## config.mk

```make
export PLATFORM = sky130hd
export DESIGN_NAME = eipu_top
export DESIGN_NICKNAME = d
export VERILOG_FILES = /design/src/eipu_pkg.sv /design/src/eipu_pin_sync.sv /design/src/eipu_top.sv
export VERILOG_INCLUDE_DIRS = /design/src
export SDC_FILE = /design/constraint.sdc
export NUM_CORES = 1
export LEC_CHECK = 0
export ABC_AREA = 1
export BUFFER_PORTS_ARGS = -buffer_cell sky130_fd_sc_hd__clkbuf_2
export CAP_MARGIN = 30
export CORE_ASPECT_RATIO = 0.5
export CORE_UTILIZATION = 40
export DETAILED_ROUTE_END_ITERATION = 6
export PLACE_DENSITY_LB_ADDON = 0.05
export REMOVE_ABC_BUFFERS = 1
export SYNTH_ARGS = -nofsm -noshare
export SYNTH_HDL_FRONTEND = slang
export SYNTH_SLANG_ARGS = --single-unit
export TNS_END_PERCENT = 1
```

## constraint.sdc

```tcl
create_clock -name clk -period 1.51 [get_ports clk]
set_clock_uncertainty 0.1 [all_clocks]
set_input_delay 0.0755 -clock clk [delete_from_list [all_inputs] [get_ports clk]]
set_output_delay 0.0755 -clock clk [all_outputs]
set_load 0.01 [all_outputs]
```

## src/eipu_defines.svh

```systemverilog
// Purpose: Constants of the external pin interrupt unit
// Assumes: Included by bare name; definitions only
// Notes:   Offsets are byte addresses on the plain register port
`ifndef EIPU_DEFINES_SVH
`define EIPU_DEFINES_SVH

// Register offsets
`define EIPU_OFF_CTL      8'h00
`define EIPU_OFF_CTLSTAT  8'h01
`define EIPU_OFF_ENABLE   8'h02
`define EIPU_OFF_FLAGS    8'h03

// Field positions
`define EIPU_SENSE0_LO    0
`define EIPU_SENSE0_HI    1
`define EIPU_SENSE1_LO    2
`define EIPU_SENSE1_HI    3
`define EIPU_EDGE2_POS    6
`define EIPU_LINE1_POS    7
`define EIPU_LINE0_POS    6
`define EIPU_LINE2_POS    5

// Reset values
`define EIPU_CTL_RST      8'h00
`define EIPU_EDGE2_RST    1'b0
`define EIPU_ENABLE_RST   3'h0
`define EIPU_FLAGS_RST    3'h0
`define EIPU_PIN_RST      1'b1

// Timing
`define EIPU_CLK_NS       40
`define EIPU_T_INT_NS     50
`define EIPU_MIN_PULSE_CYC \
  ((`EIPU_T_INT_NS + `EIPU_CLK_NS - 1) / `EIPU_CLK_NS)
`define EIPU_WAKE_SAMPLES 2'h2

`endif

```

## src/eipu_pkg.sv

```systemverilog
// Purpose: Types of the external pin interrupt unit
// Assumes: Compiled before the modules
// Notes:   Sense order matches the two-bit control field
package eipu_pkg;

  typedef enum logic [1:0] {
    SENSE_LOW,
    SENSE_ANY,
    SENSE_FALL,
    SENSE_RISE
  } eipu_sense_t;

  typedef enum logic [1:0] {
    WK_RUN,
    WK_SLEEP,
    WK_WAKE
  } eipu_wake_t;

endpackage

```

## src/eipu_pin_sync.sv

```systemverilog
// Purpose: Three-stage input sampler with agreement filter
// Assumes: rawIn is asynchronous to clk
// Notes:   Output moves only when stages two and three agree
`timescale 1ns/1ps
`include "eipu_defines.svh"
module eipu_pin_sync (
  input  wire logic clk,    // Unit clock
  input  wire logic reset,  // Async reset, active high
  input  wire logic rawIn,  // Pad level
  output logic      level   // Filtered level
);
  logic stage1_q;
  logic stage2_q;
  logic stage3_q;
  logic level_q;

  always_ff @(posedge clk or posedge reset) begin
    if (reset) begin
      stage1_q <= `EIPU_PIN_RST;
      stage2_q <= `EIPU_PIN_RST;
      stage3_q <= `EIPU_PIN_RST;
      level_q  <= `EIPU_PIN_RST;
    end else begin
      stage1_q <= rawIn;
      stage2_q <= stage1_q;
      stage3_q <= stage2_q;
      if (stage2_q == stage3_q) begin
        level_q <= stage3_q;
      end
    end
  end

  assign level = level_q;
endmodule // eipu_pin_sync

```

## src/eipu_top.sv

```systemverilog
// Purpose: External pin interrupt unit, three request lines
// Assumes: clk keeps running; ioClkRun tells when the I/O clock runs
// Notes:   Each line has its own request output toward the CPU
//
// Behaviour
// RULE_01: Lines detect pin activity even while the pin is driven as output.
// RULE_02: Line two is edge only; low level only on lines zero and one.
// RULE_03: Low-level mode requests continuously while the pin stays low.
// RULE_04: Edges on lines zero/one need I/O clock; others work without.
// RULE_05: Power-down level wake needs two watchdog samples of the level.
// RULE_06: Level gone before start-up ends: wake, but no level request.
// RULE_07: Line one sense field bits 3:2: low, change, fall, rise.
// RULE_08: Line zero sense field bits 1:0 with the same encoding.
// RULE_09: Lines zero/one sample the pin before edge detection.
// RULE_10: Driver holds low level until the current instruction completes.
// RULE_11: Line two edge select bit 6: zero falling, one rising.
// RULE_12: Line two edges captured without the I/O clock.
// RULE_13: Software disables line two before changing its edge select.
// RULE_14: Service needs line enable (bits 7,6,5) and global enable.
// RULE_15: Each line has its own request and vector.
// RULE_16: Edge sets flag bit 7/6/5 for lines one/zero/two; rest read 0.
// RULE_17: Flag clears on routine entry or on a written one.
// RULE_18: Low-level mode holds the line's flag cleared.
// RULE_19: Buffer off with line two disabled may set its flag.
// RULE_20: Request is pin low or flag, and line and global enable.
//
// The register addresses and the strobed register port are this design's own decisions.
`timescale 1ns/1ps
`include "eipu_defines.svh"
module eipu_top (
  input  wire logic       clk,          // Unit clock, 25 MHz
  input  wire logic       reset,        // Async reset, active high
  input  wire logic [7:0] addr,         // Register address
  input  wire logic [7:0] wrData,       // Write data
  input  wire logic       wrStrobe,     // Write strobe
  input  wire logic       rdStrobe,     // Read strobe
  output logic      [7:0] rdData,       // Read data, cycle after strobe
  input  wire logic [2:0] pinIn,        // Pad levels of lines 2..0
  input  wire logic       cpuIntEnable, // Global enable of status word
  input  wire logic [2:0] irqAck,       // Routine entered, per line
  input  wire logic       ioClkRun,     // I/O clock running
  input  wire logic       powerDown,    // Power-down sleep active
  input  wire logic       bufferOff,    // Sleep input buffer disable
  input  wire logic       wdtClkIn,     // Watchdog oscillator clock
  output logic      [2:0] irqReq,       // Request per line to the CPU
  output logic            wakeReq       // Wake request from sleep
);
  import eipu_pkg::*;

  logic [7:0]  ctl_q;
  logic        edge2_q;
  logic [2:0]  enable_q;
  logic [2:0]  flags_q;
  logic [2:0]  flags_d;
  logic [2:0]  prev_q;
  logic [2:0]  irqReq_q;
  logic [2:0]  irqReq_d;
  logic [7:0]  rdData_q;
  logic [7:0]  rdData_d;
  logic        wakeReq_q;
  logic        wdtPrev_q;
  logic [1:0]  sampleCnt_q;
  eipu_wake_t  wake_q;
  eipu_wake_t  wake_d;

  logic [2:0]  pinLevel;
  logic [2:0]  lvl;
  logic [2:0]  rise;
  logic [2:0]  fall;
  logic [2:0]  chg;
  logic [2:0]  hit;
  logic [2:0]  levelMode;
  logic [2:0]  wrClr;
  logic [2:0]  clear;
  logic        wdtLevel;
  logic        wdtTick;
  logic        lowWake;
  logic        edgeWake;
  logic        wrCtl;
  logic        wrCtlStat;
  logic        wrEnable;
  logic        wrFlags;
  eipu_sense_t sense0;
  eipu_sense_t sense1;

  // RULE_09: pins sampled first
  // RULE_01: pad level seen whatever the pin direction
  genvar gi;
  generate
    for (gi = 0; gi < 3; gi++) begin : g_pin
      eipu_pin_sync u_sync (
        .clk   (clk),
        .reset (reset),
        .rawIn (pinIn[gi]),
        .level (pinLevel[gi])
      );
    end
  endgenerate

  eipu_pin_sync u_wdtSync (
    .clk   (clk),
    .reset (reset),
    .rawIn (wdtClkIn),
    .level (wdtLevel)
  );

  // Register decode
  assign wrCtl     = wrStrobe && (addr == `EIPU_OFF_CTL);
  assign wrCtlStat = wrStrobe && (addr == `EIPU_OFF_CTLSTAT);
  assign wrEnable  = wrStrobe && (addr == `EIPU_OFF_ENABLE);
  assign wrFlags   = wrStrobe && (addr == `EIPU_OFF_FLAGS);

  // RULE_07: line one sense field
  assign sense1 = eipu_sense_t'(ctl_q[`EIPU_SENSE1_HI:`EIPU_SENSE1_LO]);
  // RULE_08: line zero sense field
  assign sense0 = eipu_sense_t'(ctl_q[`EIPU_SENSE0_HI:`EIPU_SENSE0_LO]);

  // RULE_02: line two never in level mode
  assign levelMode = {1'b0, sense1 == SENSE_LOW, sense0 == SENSE_LOW};

  // RULE_19: disabled buffer reads low, may look like an edge
  assign lvl[1:0] = pinLevel[1:0];
  assign lvl[2]   = (bufferOff && !enable_q[2]) ? 1'b0 : pinLevel[2];

  assign rise = ~prev_q & lvl;
  assign fall = prev_q & ~lvl;
  assign chg  = prev_q ^ lvl;

  // RULE_04: edge sensing on lines zero and one needs the I/O clock
  generate
    for (gi = 0; gi < 2; gi++) begin : g_hit
      eipu_sense_t sense;
      assign sense = (gi == 0) ? sense0 : sense1;
      assign hit[gi] = ioClkRun &&
                       ((sense == SENSE_ANY  && chg[gi]) ||
                        (sense == SENSE_FALL && fall[gi]) ||
                        (sense == SENSE_RISE && rise[gi]));
    end
  endgenerate

  // RULE_11: line two edge polarity
  // RULE_12: line two edge independent of the I/O clock
  assign hit[2] = edge2_q ? rise[2] : fall[2];

  // RULE_17: write one clears, routine entry clears
  assign wrClr = {wrData[`EIPU_LINE2_POS], wrData[`EIPU_LINE1_POS],
                  wrData[`EIPU_LINE0_POS]};
  assign clear = irqAck | ({3{wrFlags}} & wrClr);

  // RULE_16: an edge sets the flag, set beats clear
  // RULE_18: level mode forces the flag clear
  assign flags_d = ~levelMode & (hit | (flags_q & ~clear));

  // RULE_20: level or flag request, gated by both enables
  // RULE_14: line enable and global enable
  // RULE_03: held while the pin stays low
  // RULE_06: a vanished level raises no request
  assign irqReq_d = {3{cpuIntEnable}} & enable_q &
                    ((levelMode & ~lvl) | (~levelMode & flags_q));

  // RULE_05: two watchdog samples of the wake level
  assign wdtTick  = wdtLevel && !wdtPrev_q;
  assign lowWake  = |(levelMode[1:0] & enable_q[1:0] & ~lvl[1:0]);
  assign edgeWake = enable_q[2] && hit[2];

  always_comb begin
    wake_d = wake_q;
    case (wake_q)
      WK_RUN: begin
        if (powerDown) begin
          wake_d = WK_SLEEP;
        end
      end
      WK_SLEEP: begin
        if (!powerDown) begin
          wake_d = WK_RUN;
        end else if (edgeWake || (wdtTick && lowWake &&
                     sampleCnt_q == `EIPU_WAKE_SAMPLES - 2'h1)) begin
          wake_d = WK_WAKE;
        end
      end
      WK_WAKE: begin
        if (!powerDown) begin
          wake_d = WK_RUN;
        end
      end
      default: wake_d = WK_RUN;
    endcase
  end

  // Read view, unused bits read zero
  always_comb begin
    rdData_d = 8'h00;
    if (rdStrobe) begin
      case (addr)
        `EIPU_OFF_CTL:     rdData_d = ctl_q;
        `EIPU_OFF_CTLSTAT: rdData_d[`EIPU_EDGE2_POS] = edge2_q;
        `EIPU_OFF_ENABLE: begin
          rdData_d[`EIPU_LINE0_POS] = enable_q[0];
          rdData_d[`EIPU_LINE1_POS] = enable_q[1];
          rdData_d[`EIPU_LINE2_POS] = enable_q[2];
        end
        `EIPU_OFF_FLAGS: begin
          rdData_d[`EIPU_LINE0_POS] = flags_q[0];
          rdData_d[`EIPU_LINE1_POS] = flags_q[1];
          rdData_d[`EIPU_LINE2_POS] = flags_q[2];
        end
        default: rdData_d = 8'h00;
      endcase
    end
  end

  always_ff @(posedge clk or posedge reset) begin
    if (reset) begin
      ctl_q    <= `EIPU_CTL_RST;
      edge2_q  <= `EIPU_EDGE2_RST;
      enable_q <= `EIPU_ENABLE_RST;
    end else begin
      if (wrCtl) begin
        ctl_q <= wrData;
      end
      // RULE_13: software sequences the select change itself
      if (wrCtlStat) begin
        edge2_q <= wrData[`EIPU_EDGE2_POS];
      end
      if (wrEnable) begin
        enable_q <= wrClr;
      end
    end
  end

  always_ff @(posedge clk or posedge reset) begin
    if (reset) begin
      flags_q  <= `EIPU_FLAGS_RST;
      prev_q   <= {3{`EIPU_PIN_RST}};
      irqReq_q <= 3'h0;
      rdData_q <= 8'h00;
    end else begin
      flags_q  <= flags_d;
      prev_q   <= lvl;
      irqReq_q <= irqReq_d;
      rdData_q <= rdData_d;
    end
  end

  always_ff @(posedge clk or posedge reset) begin
    if (reset) begin
      wake_q      <= WK_RUN;
      wakeReq_q   <= 1'b0;
      wdtPrev_q   <= `EIPU_PIN_RST;
      sampleCnt_q <= 2'h0;
    end else begin
      wake_q    <= wake_d;
      wakeReq_q <= (wake_d == WK_WAKE);
      wdtPrev_q <= wdtLevel;
      if (wake_q != WK_SLEEP || (wdtTick && !lowWake)) begin
        sampleCnt_q <= 2'h0;
      end else if (wdtTick && sampleCnt_q != `EIPU_WAKE_SAMPLES) begin
        sampleCnt_q <= sampleCnt_q + 2'h1;
      end
    end
  end

  // RULE_15: one request output per line
  assign irqReq  = irqReq_q;
  assign wakeReq = wakeReq_q;
  assign rdData  = rdData_q;
endmodule // eipu_top

```

==> results.json <==
{
  "netlist_area_um2": 2180,
  "fin_crit_sh": 0.941,
  "core_area_um2": 5090,
  "crit_required_ps": 1630,
  "first_global_vias": 1601,
  "synthToLayoutAreaGrowth_pct": 30.0,
  "num_rows": 18,
  "cp.depth": 5,
  "routedWlPerCell_um": 11.2,
  "grt_use_total": 0.161,
  "rsz0062_at_grt": "no",
  "yosysMostFrequentCell": "nand2_1",
  "clkLatencyLatePin_ps": 310,
  "antenna_found_initial": 0,
  "drt_iter0_markers": 84,
  "cpMaxStageDelayCell": "dfrtp_1",
  "powerDensity_nw_per_um2": 984,
  "path_buf_inv": 1,
  "start_kind": "flop",
  "grt_pass1_wl_um": 6890,
  "r2r_slack_ps": 90,
  "ys_top_cells_by_area": "dfrtp_1, dfstp_2, nand2_1, inv_1, nand3_1",
  "async_flop_share": 1.00,
  "clk_pin_slew_ps": 90,
  "slowest_delay_ps": 380,
  "clockBufferDepth": 2,
  "r2r_cells": 5,
  "crit_start": "sampleCnt_q[0]",
  "crit_family": "simple AND/OR/NAND/NOR gates",
  "synth_ff_type": "dfrtp_1",
  "worstPathMaxFanout": 3,
  "max_freq_ghz": 0.704,
  "gp_congestion": 0.863,
  "worstSetupEndpoint": "sampleCnt_q[1]",
  "leakage_uw": 0.00149,
  "initial_utilization": 0.429,
  "synth_edf_count": 0,
  "tritoncts": "built",
  "port_buffers": 42,
  "final.setup.tns_ps": 0,
  "grt_max_degree": 37,
  "synth_area_per_cell_um2": 9.54,
  "path_cells": "inv_1 > ha_1 > or2_4 > or2_0 > a21oi_1",
  "worst_slew_pin_slew_ps": 376,
  "slew_violations": 0,
  "drc": 0,
  "drv_cap": 0,
  "htreeDepth": 2,
  "ant_nets": 0,
  "synth_area_leader_cell": "dfrtp_1",
  "wl_um": 4170,
  "fin_crit_ps": 1420,
  "ys_ff_latch": 51,
  "end_kind": "flop",
  "diodes": 0,
  "cts_buffers": 5,
  "num_vias": 1680,
  "die_h_um": 54.3,
  "ir_drop_v": 0.000404,
  "hold_path_class": "in -> reg",
  "layout-drive-gt1-share": 0.290,
  "ys_seq_area_frac": 0.596,
  "timing.rr.end": "sampleCnt_q[1]",
  "status": "finished clean",
  "nets": 339,
  "die_area_um2": 5780,
  "num_io_pins": 43,
  "arrival_ps": 1540,
  "syn_inst": 229,
  "synth_cell_types": 25,
  "setup_viol": 0,
  "die_w_um": 107,
  "relSlewSlack": 0.749,
  "routed_via_density": 4.50,
  "cts-root-buf": "clkbuf_8",
  "dp_hpwl_um": 3070,
  "worstReg2RegStart": "sampleCnt_q[0]",
  "placed_area_um2": 2500,
  "gr-total-overflow": 0,
  "criticalPathCategory": "reg -> reg",
  "synthTopCellsByCount": "nand2_1, inv_1, dfrtp_1",
  "hold_viol": 0,
  "yosys_warnings": 0,
  "yosysTopAreaCellShare": 0.355,
  "clkSinkCount": 51,
  "drt-pass1-iter-count": 4,
  "final_area_um2": 2840
}
cells in the final DEF (no fill, tap or decap), types with 2 or more instances in the layout:
master / synthesis / layout
a211oi_1: 2 / 2
a21oi_1: 4 / 4
a21oi_2: 5 / 5
buf_4: 0 / 3
clkbuf_2: 1 / 42
clkbuf_8: 0 / 5
dfrtp_1: 31 / 31
dfstp_2: 20 / 20
dlygate4sd3_1: 0 / 22
ha_1: 6 / 6
inv_1: 37 / 36
maj3_1: 4 / 4
nand2_1: 49 / 49
nand3_1: 22 / 22
nor2_1: 25 / 25
nor2_2: 4 / 4
o211ai_1: 2 / 2
o21ai_0: 7 / 7
final cells by class:
class	count	area, µm²
timing repair buffer	68	473
fill	474	2250
multi-input combinational	139	731
sequential	51	1300
tap	70	87.6
inverter	37	139
clock buffer	6	72.6
clock inverter	2	36.3
cell families (layout without fill, tap and decap cells):
kind of cell / after synthesis / in the layout / share of synthesized area
xor+xnor: 1 / 1 / 0.00401
simple gates: 107 / 107 / 0.214
flops: 51 / 51 / 0.596
fa+ha+maj: 10 / 10 / 0.0527
buf+inv: 39 / 113 / 0.0710
compound gates: 21 / 21 / 0.0630
worst min-delay path, delay by kind of cell:
family,cells,cell delay (ps)
buffers and inverters,3,200
AND/OR/NAND/NOR,2,120
sequential cells by signal, summed over array words and instances, names as in the netlist:
name                   cells
u_wdtSync.level            1
edge2_q                    1
flags_q                    3
u_wdtSync.stage2_q         1
ctl_q                      8
enable_q                   3
rdData                     8
wdtPrev_q                  1
wakeReq                    1
wake_q                     2
g_pin.u_sync.stage2_q      3
g_pin.u_sync.level         3
prev_q                     3
irqReq                     3
sampleCnt_q                2
u_wdtSync.stage1_q         1
g_pin.u_sync.stage1_q      3
g_pin.u_sync.stage3_q      3
u_wdtSync.stage3_q         1
timing repair:
| action | in CTS | in global routing |
|---|---|---|
| hold buffers | 22 | 0 |
| hold endpoints to repair | 58 | 0 |
| endpoints found under the setup margin | 0 | 1 |
| resized for setup | 0 | 1 |
| setup buffers | 0 | 1 |
metal layers:
layer  GRT usage  share of wire  vias to the layer above
met3      0.0429          0.059                        7
met5           0              0                        -
met1       0.206           0.50                      779
met4      0.0616         0.0096                        0
li1            -              -                      855
met2       0.272           0.43                       39
power breakdown:
group / total, µW / switching, µW / internal (µW)
clock: 934 / 438 / 496
sequential: 1540 / 55.0 / 1480
combinational: 326 / 171 / 155
total: 2800 / 664 / 2130
through the flow:
| stage | cells | util | hold slack [ps] | worst slack [ps] | power [µW] |
|---|---|---|---|---|---|
| floorplan | 227 | - | -20.0 | 138 | 1710 |
| global placement | 342 | 0.491 | -48.1 | 130 | 1820 |
| detailed placement | 342 | 0.491 | -37.1 | 31.2 | 1840 |
| CTS | 372 | 0.556 | 6.40 | 10.4 | 2840 |
| global route | 373 | 0.558 | 22.5 | 26.0 | 2950 |
| finish | 373 | 0.558 | 17.9 | 88.9 | 2800 |
worst min-delay path by stage:
stage,start,end,slack [ps],depth (start not counted)
5_1_grt,rdStrobe,rdData[6],20,5
4_1_cts,rdStrobe,rdData[6],6,5
3_5_place_dp,reset,ctl_q[4],-40,2
6_report,rdStrobe,rdData[6],20,5
3_3_place_gp,reset,ctl_q[4],-50,2
2_1_floorplan,pinIn[0],g_pin[0].u_sync.stage1_q,-20,0
Note: power is estimated with default switching activity, not from simulation.
